`src/inc/frt_consts.vh`:
```
`ifndef FRT_CONSTS_VH
`define FRT_CONSTS_VH

// Core clock period and the microsecond time base.
`define FRT_CLK_PERIOD_NS 8
`define FRT_US_NS 1000
`define FRT_US_CYCLES ((`FRT_US_NS + `FRT_CLK_PERIOD_NS - 1) / `FRT_CLK_PERIOD_NS)

// Periodic output: 1.024 ms expressed in microsecond counts.
`define FRT_MS_US 1024

// Reset values.
`define FRT_CNT_RST 16'h0000
`define FRT_CAP_RST 8'h00
`define FRT_PIT_RST 16'h0000
`define FRT_WAKE_RST 8'h00

// Capture slice selection: lowest bit of the 8-bit slice, 0 to 8.
`define FRT_SLICE_MAX 4'h8

// Capture pin synchroniser length.
`define FRT_SYNC_LEN 3

`endif

```
`src/hw/frt_timer.v`:
```
// What this block does
// - A 16-bit counter runs as the common time base and holds its value during suspend.
// - Interval timer with 1 us resolution raises an interrupt when it expires.
// - A periodic interrupt fires every 1.024 ms from the counter.
// - A wrap interrupt fires when the counter rolls from maximum to zero.
// - A selected edge on a capture pin stores an 8-bit counter slice.
// - The two capture channels can be ganged into one 16-bit capture.
// - A capture interrupt fires whenever a selected edge stores a new value.
// - Each capture pin has separate rising-edge and falling-edge registers.
// - Firmware can read the running counter to time events by difference.
// - A low-power wake-up timer keeps running during suspend.
// - When enabled, the wake-up timer raises periodic interrupts.

`include "frt_consts.vh"

module frt_cap_chan (
  // Clock and reset
  input wire core_clk_i,
  input wire srst_i,
  // Capture pin, raw from outside
  input wire pin_i,
  // Value to store and edge source
  input wire [7:0] data_i,
  input wire use_ext_i,
  input wire ext_rise_i,
  input wire ext_fall_i,
  // Configuration
  input wire rise_en_i,
  input wire fall_en_i,
  input wire irq_en_i,
  // Own edges, for ganging
  output wire rise_o,
  output wire fall_o,
  // Captured values and interrupt
  output reg [7:0] rise_cap_o,
  output reg [7:0] fall_cap_o,
  output reg irq_o
);

  reg [`FRT_SYNC_LEN-1:0] sync;
  reg level;
  wire settled;
  wire take_rise;
  wire take_fall;

  // The first stage may be metastable, so it is never looked at. A change only
  // counts once the second and third stages agree, which also drops a pin
  // glitch that lasts a single clock.
  assign settled = (sync[1] == sync[2]);
  assign rise_o = settled & sync[2] & ~level;
  assign fall_o = settled & ~sync[2] & level;
  assign take_rise = rise_en_i & (use_ext_i ? ext_rise_i : rise_o);
  assign take_fall = fall_en_i & (use_ext_i ? ext_fall_i : fall_o);

  always @(posedge core_clk_i) begin
    if (srst_i) begin
      sync <= {`FRT_SYNC_LEN{1'b0}};
      level <= 1'b0;
      rise_cap_o <= `FRT_CAP_RST;
      fall_cap_o <= `FRT_CAP_RST;
      irq_o <= 1'b0;
    end else begin
      sync <= {sync[`FRT_SYNC_LEN-2:0], pin_i};
      if (settled) begin
        level <= sync[2];
      end
      if (take_rise) begin
        rise_cap_o <= data_i;
      end
      if (take_fall) begin
        fall_cap_o <= data_i;
      end
      irq_o <= irq_en_i & (take_rise | take_fall);
    end
  end

endmodule // frt_cap_chan

module frt_timer (
  // Clock and reset
  input wire core_clk_i,
  input wire srst_i,
  // Power state
  input wire suspend_i,
  // Capture pins
  input wire capture_input_zero,
  input wire capture_input_one,
  // Capture configuration
  input wire [3:0] slice_sel_i,
  input wire gang_en_i,
  input wire cap0_rise_en_i,
  input wire cap0_fall_en_i,
  input wire cap1_rise_en_i,
  input wire cap1_fall_en_i,
  input wire cap0_irq_en_i,
  input wire cap1_irq_en_i,
  // Interval timer configuration
  input wire pit_en_i,
  input wire [15:0] pit_reload_i,
  // Wake-up timer configuration
  input wire wake_en_i,
  input wire [7:0] wake_period_i,
  // Counter read-out
  input wire snap_req_i,
  output reg [15:0] count_o,
  output reg [15:0] snap_o,
  // Captured values
  output wire [7:0] cap0_rise_o,
  output wire [7:0] cap0_fall_o,
  output wire [7:0] cap1_rise_o,
  output wire [7:0] cap1_fall_o,
  // Interrupt requests, one-cycle pulses
  output reg pit_irq_o,
  output reg ms_irq_o,
  output reg wrap_irq_o,
  output wire cap0_irq_o,
  output wire cap1_irq_o,
  output reg wake_irq_o
);

  localparam integer PRESC_CYCLES = `FRT_US_CYCLES - 1;
  localparam integer MS_COUNTS = `FRT_MS_US - 1;
  localparam [6:0] PRESC_LAST = PRESC_CYCLES[6:0];
  localparam [9:0] MS_LAST = MS_COUNTS[9:0];

  // Interval timer states.
  localparam [2:0] PIT_IDLE = 3'h1;
  localparam [2:0] PIT_LOAD = 3'h2;
  localparam [2:0] PIT_RUN = 3'h4;

  reg [6:0] presc;
  reg us_tick;
  reg [2:0] pit_state;
  reg [2:0] next_pit_state;
  reg [15:0] pit_cnt;
  reg [6:0] wake_presc;
  reg [9:0] wake_us;
  reg [7:0] wake_cnt;
  reg [3:0] sel;
  wire [15:0] shifted;
  wire [7:0] slice;
  wire [7:0] data0;
  wire [7:0] data1;
  wire rise0;
  wire fall0;
  wire wake_ms;
  wire [7:0] wake_last;

  // Main microsecond prescaler. It halts in suspend to save power, which is
  // why the wake-up timer keeps a prescaler of its own.
  always @(posedge core_clk_i) begin
    if (srst_i) begin
      presc <= 7'h00;
      us_tick <= 1'b0;
    end else if (suspend_i) begin
      us_tick <= 1'b0;
    end else if (presc == PRESC_LAST) begin
      presc <= 7'h00;
      us_tick <= 1'b1;
    end else begin
      presc <= presc + 7'h01;
      us_tick <= 1'b0;
    end
  end

  // Free-running count, periodic and wrap events.
  always @(posedge core_clk_i) begin
    if (srst_i) begin
      count_o <= `FRT_CNT_RST;
      ms_irq_o <= 1'b0;
      wrap_irq_o <= 1'b0;
    end else begin
      ms_irq_o <= 1'b0;
      wrap_irq_o <= 1'b0;
      if (us_tick) begin
        count_o <= count_o + 16'h0001;
        ms_irq_o <= (count_o[9:0] == MS_LAST);
        wrap_irq_o <= (count_o == 16'hFFFF);
      end
    end
  end

  // A snapshot lets narrow software reads see both bytes from one instant.
  always @(posedge core_clk_i) begin
    if (srst_i) begin
      snap_o <= `FRT_CNT_RST;
    end else if (snap_req_i) begin
      snap_o <= count_o;
    end
  end

  // Interval timer: loads on enable, counts microseconds down, fires at zero
  // and reloads, so the interval is reload plus one microsecond.
  // Clearing the enable silences the pulse at once rather than one edge later.
  always @* begin
    case (pit_state)
      PIT_IDLE: begin
        next_pit_state = pit_en_i ? PIT_LOAD : PIT_IDLE;
      end
      PIT_LOAD: begin
        next_pit_state = pit_en_i ? PIT_RUN : PIT_IDLE;
      end
      PIT_RUN: begin
        next_pit_state = pit_en_i ? PIT_RUN : PIT_IDLE;
      end
      default: begin
        next_pit_state = PIT_IDLE;
      end
    endcase
  end

  always @(posedge core_clk_i) begin
    if (srst_i) begin
      pit_state <= PIT_IDLE;
      pit_cnt <= `FRT_PIT_RST;
      pit_irq_o <= 1'b0;
    end else begin
      pit_state <= next_pit_state;
      pit_irq_o <= 1'b0;
      if (pit_state == PIT_LOAD) begin
        pit_cnt <= pit_reload_i;
      end else if (pit_state == PIT_RUN && pit_en_i && us_tick) begin
        if (pit_cnt == 16'h0000) begin
          pit_cnt <= pit_reload_i;
          pit_irq_o <= 1'b1;
        end else begin
          pit_cnt <= pit_cnt - 16'h0001;
        end
      end
    end
  end

  // Capture slice position, clamped so the slice stays inside 16 bits.
  always @* begin
    if (slice_sel_i > `FRT_SLICE_MAX) begin
      sel = `FRT_SLICE_MAX;
    end else begin
      sel = slice_sel_i;
    end
  end

  assign shifted = count_o >> sel;
  assign slice = shifted[7:0];
  assign data0 = gang_en_i ? count_o[7:0] : slice;
  assign data1 = gang_en_i ? count_o[15:8] : slice;

  frt_cap_chan u_cap0 (
    .core_clk_i(core_clk_i),
    .srst_i(srst_i),
    .pin_i(capture_input_zero),
    .data_i(data0),
    .use_ext_i(1'b0),
    .ext_rise_i(1'b0),
    .ext_fall_i(1'b0),
    .rise_en_i(cap0_rise_en_i),
    .fall_en_i(cap0_fall_en_i),
    .irq_en_i(cap0_irq_en_i),
    .rise_o(rise0),
    .fall_o(fall0),
    .rise_cap_o(cap0_rise_o),
    .fall_cap_o(cap0_fall_o),
    .irq_o(cap0_irq_o)
  );

  // Ganged, channel one follows channel zero's pin and edge enables and keeps
  // its interrupt quiet so that one 16-bit capture gives one interrupt.
  frt_cap_chan u_cap1 (
    .core_clk_i(core_clk_i),
    .srst_i(srst_i),
    .pin_i(capture_input_one),
    .data_i(data1),
    .use_ext_i(gang_en_i),
    .ext_rise_i(rise0),
    .ext_fall_i(fall0),
    .rise_en_i(gang_en_i ? cap0_rise_en_i : cap1_rise_en_i),
    .fall_en_i(gang_en_i ? cap0_fall_en_i : cap1_fall_en_i),
    .irq_en_i(cap1_irq_en_i & ~gang_en_i),
    .rise_o(),
    .fall_o(),
    .rise_cap_o(cap1_rise_o),
    .fall_cap_o(cap1_fall_o),
    .irq_o(cap1_irq_o)
  );

  // Wake-up timer on its own prescaler; suspend does not stop it.
  assign wake_ms = (wake_presc == PRESC_LAST) && (wake_us == MS_LAST);
  assign wake_last = (wake_period_i == 8'h00) ? 8'h00 : wake_period_i - 8'h01;

  always @(posedge core_clk_i) begin
    if (srst_i) begin
      wake_presc <= 7'h00;
      wake_us <= 10'h000;
      wake_cnt <= `FRT_WAKE_RST;
      wake_irq_o <= 1'b0;
    end else if (!wake_en_i) begin
      wake_presc <= 7'h00;
      wake_us <= 10'h000;
      wake_cnt <= `FRT_WAKE_RST;
      wake_irq_o <= 1'b0;
    end else begin
      wake_irq_o <= 1'b0;
      if (wake_presc == PRESC_LAST) begin
        wake_presc <= 7'h00;
        wake_us <= (wake_us == MS_LAST) ? 10'h000 : wake_us + 10'h001;
      end else begin
        wake_presc <= wake_presc + 7'h01;
      end
      if (wake_ms) begin
        if (wake_cnt >= wake_last) begin
          wake_cnt <= `FRT_WAKE_RST;
          wake_irq_o <= 1'b1;
        end else begin
          wake_cnt <= wake_cnt + 8'h01;
        end
      end
    end
  end

endmodule // frt_timer

```
`config.mk`:
```
export PLATFORM = sky130hd
export DESIGN_NAME = frt_timer
export DESIGN_NICKNAME = d
export VERILOG_FILES = /design/src/hw/frt_timer.v
export VERILOG_INCLUDE_DIRS = /design/src /design/src/inc
export SDC_FILE = /design/constraint.sdc
export NUM_CORES = 1
export LEC_CHECK = 0
export BUFFER_PORTS_ARGS = -buffer_cell sky130_fd_sc_hd__buf_2
export CELL_PAD_IN_SITES_DETAIL_PLACEMENT = 1
export CELL_PAD_IN_SITES_GLOBAL_PLACEMENT = 1
export CORE_MARGIN = 5
export CORE_UTILIZATION = 38
export CTS_CLUSTER_DIAMETER = 120
export DETAILED_ROUTE_END_ITERATION = 16
export PLACE_DENSITY_LB_ADDON = 0.1
export SKIP_LAST_GASP = 1
export SYNTH_ARGS = -nofsm -noshare
export SYNTH_HDL_FRONTEND = slang
export SYNTH_SLANG_ARGS = --single-unit
```
`constraint.sdc`:
```
create_clock -name core_clk_i -period 2.6 [get_ports core_clk_i]
set_clock_uncertainty 0.05 [all_clocks]
set_input_delay 0.39 -clock core_clk_i [delete_from_list [all_inputs] [get_ports core_clk_i]]
set_output_delay 0.39 -clock core_clk_i [all_outputs]
set_load 0.005 [all_outputs]
```
==> metrics.md, run 1 <==
| Metric | Value |
|---|---|
| H-tree levels | 4 |
| Final Max Slew Viols | 0 |
| Worst setup EP type | flip-flop |
| Initial DRC Count | 293 |
| Fraction of layout instances using a drive strength above 1 | 0.233 |
| CTS Buffer Depth | 2 |
| Starting Density | 0.385 |
| Post-synthesis mux area share | 0.0733 |
| Clk pwr share | 0.485 |
| Routed vias/inst | 5.36 |
| Cells along the critical path | buf_2, nor4_4, nand2_1, or3_4, nand2_1, ha_1, a21o_1, a211oi_1, o21ai_0, a21oi_2, buf_4, nand3_1, a21oi_1 |
| Switching share of power | 0.244 |
| Clock Latency Late Sink | 0.42 ns |
| Post-Syn Area | 6340 sq um |
| Startpoint Class | input port |
| Die width | 139 um |
| I/O Buffers | 112 |
| Syn avg cell area | 8.49 sq um |
| EDFF count, synth | 0 |
| Largest net degree at the start of global routing | 86 |
| Final instance area | 7880 sq um |
| Dpl ws | -0.408 ns |
| Register Area | 2600 sq um |
| Simple-gate share of the synthesized area | 0.237 |
| CP Data Arrival Time | 2.79 ns |
| Cell row count | 47 |
| Final Wtd Congestion | 0.800 |
| Met2 Usage GRT | 0.357 |
| GRT Overall Usage | 0.200 |
| Fill cells | 2023 |
| Worst Slack Setup Final | 0.103 ns |
| Worst min path class | input port to flip-flop |
| Drt total wl | 19200 um |
| Count of final hold-check violations | 0 |
| First-pass GRT wire length | 31900 um |
| Register area share after synthesis | 0.411 |
| GRT Residual Overflow | 0 |
| CTS tree | yes |
| Synth Area in Adders | 0.0434 |
| Crit path buf inv count | 2 |
| Internal | 3.69 mW |
| Crit-path most repeated cell | nand2_1 |
| Synthesized flop and latch total | 130 |
| Met3 Resource Use GR | 0.0497 |
| Gr busiest metal | met2 |
| Worst-Margin Slew | 1.01 ns |
| Slew HR | 0.319 |
| Status | finished, final reports clean |
| Cell family with most CP delay | simple AND/OR/NAND/NOR gates |
| Most frequent cells in the layout | dfxtp_1, buf_2, nor2_1 |
| Synth Area in XOR/XNOR | 0.0594 |
| GR Layer Usage met1 | 0.238 |
| Placeable Area | 16500 sq um |
| Syn Inst Count | 746 |
| Total power divided by cell area | 619 nW/um^2 |
| Final worst-path cycle share | 0.961 |
| Antenna-violating nets left | 0 |
| Achievable frequency | 400 MHz |
| Area after DPL | 7260 sq um |
| Vias in the first global route | 6316 |
| Most common library cell in the layout ignoring fill and taps | dfxtp_1 |
| Cts bufs inserted | 17 |
| Slowest Stage Delay on Critical Path | 0.35 ns |
| 1st-pass router iterations | 6 |
| Largest family of logic cells by synthesized area | simple AND/OR/NAND/NOR gates |
| Initial antenna violation count | 0 |
| Critical Path Fanout Max | 5 |
| Maxcap violations | 0 |
| Fin nets | 930 |
| Seq pwr share | 0.417 |
| Net Sw Power | 1.19 mW |
| Drt wl/cell | 17.5 um |
| Area occupied by multi-input gates | 3510 sq um |
| Post-synth net total | 811 |
| Vias | 5888 |
| RSZ-0062 raised after global routing | false |
| Combinational power share | 0.099 |
| Worst EP required | 2.89 ns |
| Compound-Gate Fraction of Synth Area | 0.134 |
| CTS root buf | clkbuf_16 |
| DRC violations left | 0 |
| # IOs | 113 |
| ANT cells | 0 |
| Synth warn | 0 |
| Clock transition at path regs | 0.06 ns |
| Cell variety after synth | 59 |
| Ys flop type | dfxtp_1 |
| Share of flip-flops with an asynchronous set or reset | 0 |
| VDD IR max | 0.430 mV |
| Area delta synth->final | 24.4% |
| CP Class | input port to flip-flop |
| Slowest CP cell | or3_4 |
| Setup violations, final | 0 |
| Minimum clock period | 2.50 ns |
| Die H | 139 um |
| Clock Sinks | 130 |
| Leakage power | 3.24 nW |
| Post-DP HPWL | 14100 um |
| Die area | 19400 sq um |
-- state kept, by name, summed over array words and instances, names as in the netlist, 3 cells and up --
register / flops
snap_o: 16
count_o: 16
wake_presc: 7
u_cap1.rise_cap_o: 8
u_cap0.rise_cap_o: 8
pit_cnt: 16
u_cap1.fall_cap_o: 8
presc: 7
wake_cnt: 8
u_cap0.fall_cap_o: 8
pit_state: 3
u_cap0.sync: 3
wake_us: 10
u_cap1.sync: 3
-- logic make-up (layout without fill, tap and decap cells) --
logic type,Yosys count,in the layout
buffers and inverters,66,198
AOI/OAI and AO/OA,133,133
DFF,130,130
muxes,36,36
xor gates and xnor gates,43,43
adders and majority gates,22,22
and+or+nand+nor,316,316
-- power by group through the flow --
| stage | logic [mW] | clock network (mW) | registers, mW |
|---|---|---|---|
| after CTS | 0.480 | 2.42 | 2.03 |
| after global routing | 0.537 | 2.50 | 2.03 |
| after global placement | 0.458 | 0 | 2.07 |
| final | 0.482 | 2.36 | 2.03 |
| after detailed placement | 0.478 | 0 | 2.08 |
| after floorplan | 0.328 | 0 | 2.07 |
-- worst reg2reg max path, delay by kind of cell (launching register included) --
family	cells	cell delay, ns
AND/OR/NAND/NOR	3	1.15
buffers and inverters	1	0.25
AO/OA/AOI/OAI	2	0.49
flip-flops	1	0.37
-- synth_stat cells (14+ instances only) --
cell | n | area share
dfxtp_1 | 130 | 0.41
nor2_1 | 104 | 0.062
nand2_1 | 74 | 0.044
a21oi_1 | 51 | 0.040
clkbuf_1 | 31 | 0.018
nand3_1 | 30 | 0.024
xor2_1 | 29 | 0.040
nor3_1 | 28 | 0.022
o21ai_0 | 26 | 0.021
mux2i_1 | 25 | 0.039
ha_1 | 22 | 0.043
inv_1 | 21 | 0.012
xnor2_1 | 14 | 0.019
-- per-layer routing --
metal	wire length (um)	vias to the layer above
met1	8420	2890
met4	260	0
li1	-	2869
met2	9860	109
met3	706	20
met5	0	-
-- layout make-up --
| type | count | share of cell area |
|---|---|---|
| clock buffer | 23 | 0.0606 |
| clock inverter | 9 | 0.0133 |
| inverter | 22 | 0.0105 |
| multi-input combinational | 550 | 0.446 |
| sequential | 130 | 0.330 |
| tap | 220 | 0.0349 |
| timing repair buffer | 144 | 0.105 |
-- worst paths after layout --
kind	from	to	slack [ns]	cells past startpoint
max	wake_period_i[5]	wake_cnt[1]	0.10	13
min	capture_input_zero	u_cap0.sync[0]	0.13	2
max reg2reg	pit_cnt[8]	pit_cnt[13]	0.21	6
min reg2reg	u_cap0.sync[0]	u_cap0.sync[1]	0.39	1
-- stage by stage --
step | power (mW) | utilization | hold WS (ns) | std cells | TNS [ns]
2_1_floorplan | 2.40 | - | 0.364 | 746 | 0
3_3_place_gp | 2.53 | 0.441 | 0.373 | 1065 | -1.93
3_5_place_dp | 2.55 | 0.441 | 0.384 | 1065 | -3.30
4_1_cts | 4.93 | 0.477 | 0.117 | 1097 | 0
5_1_grt | 5.07 | 0.479 | 0.124 | 1098 | 0
6_report | 4.88 | 0.479 | 0.131 | 1098 | 0
-- what timing repair did --
item	4_1_cts	5_1_grt
setup endpoints to repair	1	9
buffers inserted	0	1
resized for setup	1	4
pin swaps	1	1
hold buffers	0	0
Note: power is estimated with default switching activity, not from simulation.
==> inputs of run 2 (changes only) <==
--- a/config.mk
+++ b/config.mk
@@ -14,6 +14,7 @@
 export CTS_CLUSTER_DIAMETER = 120
 export DETAILED_ROUTE_END_ITERATION = 16
 export PLACE_DENSITY_LB_ADDON = 0.1
+export REMOVE_ABC_BUFFERS = 1
 export SKIP_LAST_GASP = 1
 export SYNTH_ARGS = -nofsm -noshare
 export SYNTH_HDL_FRONTEND = slang
==> metrics.md, run 2 (synthesis gave the netlist of run 1 again) <==
| Metric | Value |
|---|---|
| Most frequent cells in the layout | dfxtp_1, buf_2, nor2_1 (unchanged) |
| Area delta synth->final | 24.9% (was 24.4%) |
| GRT Residual Overflow | 0 (unchanged) |
| Starting Density | 0.385 (unchanged) |
| Setup violations, final | 0 (unchanged) |
| Vias in the first global route | 5998 (was 6316) |
| Post-CTS Hold Buffers | 0 (unchanged) |
| Slew HR | 0.470 (was 0.319) |
| Cell family with most CP delay | simple AND/OR/NAND/NOR gates (unchanged) |
| Most common library cell in the layout ignoring fill and taps | dfxtp_1 (unchanged) |
| Leakage power | 3.26 nW (was 3.24 nW) |
| Clock Sinks | 130 (unchanged) |
| Maxcap violations | 0 (unchanged) |
| CTS root buf | clkbuf_16 (unchanged) |
| Count of final hold-check violations | 0 (unchanged) |
| Routed vias/inst | 5.29 (was 5.36) |
| Status | finished, final reports clean (unchanged) |
| Area after DPL | 7270 sq um (was 7260 sq um) |
| GRT Overall Usage | 0.191 (was 0.200) |
| Critical Path Fanout Max | 3 (was 5) |
| VDD IR max | 0.458 mV (was 0.430 mV) |
| Clock Latency Late Sink | 0.41 ns (was 0.42 ns) |
| CP Data Arrival Time | 2.73 ns (was 2.79 ns) |
| Register Area | 2600 sq um (unchanged) |
| Drt wl/cell | 16.7 um (was 17.5 um) |
| Post-DP HPWL | 13500 um (was 14100 um) |
| Placeable Area | 16500 sq um (unchanged) |
| Hold_sp | capture_input_zero (unchanged) |
| Biggest regs | count_o: 16 flops, pit_cnt: 16 flops, snap_o: 16 flops (unchanged) |
| H-tree levels | 4 (unchanged) |
| Initial DRC Count | 233 (was 293) |
| Minimum clock period | 2.44 ns (was 2.50 ns) |
| Startpoint Class | input port (unchanged) |
| Cts bufs inserted | 17 (unchanged) |
| CTS Buffer Depth | 2 (unchanged) |
| Fill cells | 2012 (was 2023) |
| RSZ-0062 raised after global routing | false (unchanged) |
| Cell row count | 47 (unchanged) |
| Fin nets | 930 (unchanged) |
| Fraction of layout instances using a drive strength above 1 | 0.231 (was 0.233) |
| Crit path buf inv count | 2 (unchanged) |
| Worst EP required | 2.89 ns (about the same) |
| CTS tree | yes (unchanged) |
| Met3 Resource Use GR | 0.0483 (was 0.0497) |
| Die width | 139 um (unchanged) |
| Worst setup EP type | flip-flop (unchanged) |
| Final Wtd Congestion | 0.815 (was 0.800) |
| Drt total wl | 18300 um (was 19200 um) |
| Worst min path class | input port to flip-flop (unchanged) |
| Final Max Slew Viols | 0 (unchanged) |
| I/O Buffers | 112 (unchanged) |
| Final worst-path cycle share | 0.940 (was 0.961) |
| Worst-Margin Slew | 0.787 ns (was 1.01 ns) |
| ANT cells | 0 (unchanged) |
| Antenna-violating nets left | 0 (unchanged) |
| First-pass GRT wire length | 30600 um (was 31900 um) |
| Cells along the critical path | buf_2, nor4_4, nand2_1, or3_4, and2_1, ha_1, nand2b_1, a211oi_1, o21ai_1, a21oi_2, buf_4, nand3_1, a21oi_1 (was buf_2, nor4_4, nand2_1, or3_4, nand2_1, ha_1, a21o_1, a211oi_1, o21ai_0, a21oi_2, buf_4, nand3_1, a21oi_1) |
| Largest net degree at the start of global routing | 86 (unchanged) |
| Met2 Usage GRT | 0.324 (was 0.357) |
| Die area | 19400 sq um (unchanged) |
| Slowest Stage Delay on Critical Path | 0.35 ns (about the same) |
| Initial antenna violation count | 0 (unchanged) |
| Area occupied by multi-input gates | 3500 sq um (was 3510 sq um) |
| Vias | 5802 (was 5888) |
| Gr busiest metal | met2 (unchanged) |
| # IOs | 113 (unchanged) |
| 1st-pass router iterations | 4 (was 6) |
| Crit path launch | wake_period_i[5] (unchanged) |
| Crit Reg-Reg Startpoint | pit_cnt[11] (was pit_cnt[8]) |
| Total power divided by cell area | 634 nW/um^2 (was 619 nW/um^2) |
| TNS Setup | 0 ns (unchanged) |
| Achievable frequency | 409 MHz (was 400 MHz) |
| DRC violations left | 0 (unchanged) |
| Die H | 139 um (unchanged) |
| Slowest CP cell | or3_4 (unchanged) |
| GR Layer Usage met1 | 0.240 (was 0.238) |
| Clock transition at path regs | 0.06 ns (about the same) |
| CP Class | input port to flip-flop (unchanged) |
| Final instance area | 7910 sq um (was 7880 sq um) |
==> run 2: cell count changes in the layout (fill, tap and decap cells not counted), sizes merged <==
cell	change
bufinv	+2
clkbuf	-2
clkinv	-3
clkinvlp	+2
==> run 2: per-stage QoR <==
stage                     std cells  setup slack, ns  total power, mW  hold slack, ns   util
after CTS                      1097         -0.00725             5.09           0.116  0.479
after detailed placement       1066           -0.435             2.56           0.390  0.442
after floorplan                 702           -0.782             2.34           0.364      -
after global routing           1097           0.0111             5.24           0.131  0.481
after global placement         1066           -0.365             2.54           0.380  0.442
final                          1097            0.157             5.02           0.142  0.481
==> run 2: report_power, final <==
| part | total [mW] | internal [mW] | switching [mW] |
|---|---|---|---|
| clock network | 2.50 | 1.64 | 0.853 |
| registers | 2.03 | 2.01 | 0.0194 |
| logic | 0.488 | 0.197 | 0.291 |
| total | 5.02 | 3.85 | 1.16 |
==> run 2: area by class of cell <==
type / instances / area share
sequential: 130 / 0.329
clock inverter: 10 / 0.0199
multi-input combinational: 550 / 0.442
inverter: 22 / 0.0104
clock buffer: 21 / 0.0582
timing repair buffer: 144 / 0.106
tap: 220 / 0.0348
==> run 2: worst reg2reg max path, stage by stage, from the launching register on <==
cell and delay [ns]:
dfxtp_1 0.31, or4_4 0.58, or4_4 0.49, o21a_4 0.29, nand3_1 0.10, o21ai_1 0.08
a2111oi_2 0.38
==> run 2: timing repair <==
action	4_1_cts	5_1_grt
resized for setup	1	5
pin swaps	0	2
buffers inserted	0	0
endpoints found under the setup margin	1	9
==> run 2: worst paths after layout <==
check | to | slack (ns) | depth (start not counted)
hold / removal | u_cap0.sync[0] | 0.14 | 2
setup / recovery | wake_cnt[0] | 0.16 | 13
hold reg to reg | u_cap0.sync[1] | 0.40 | 1
setup reg to reg | pit_cnt[13] | 0.21 | 6
==> run 2: metal layers <==
metal | share of wire | routed length (um)
met1 | 0.45 | 8280
met2 | 0.49 | 8970
met3 | 0.046 | 834
met4 | 0.011 | 206
met5 | 0 | 0
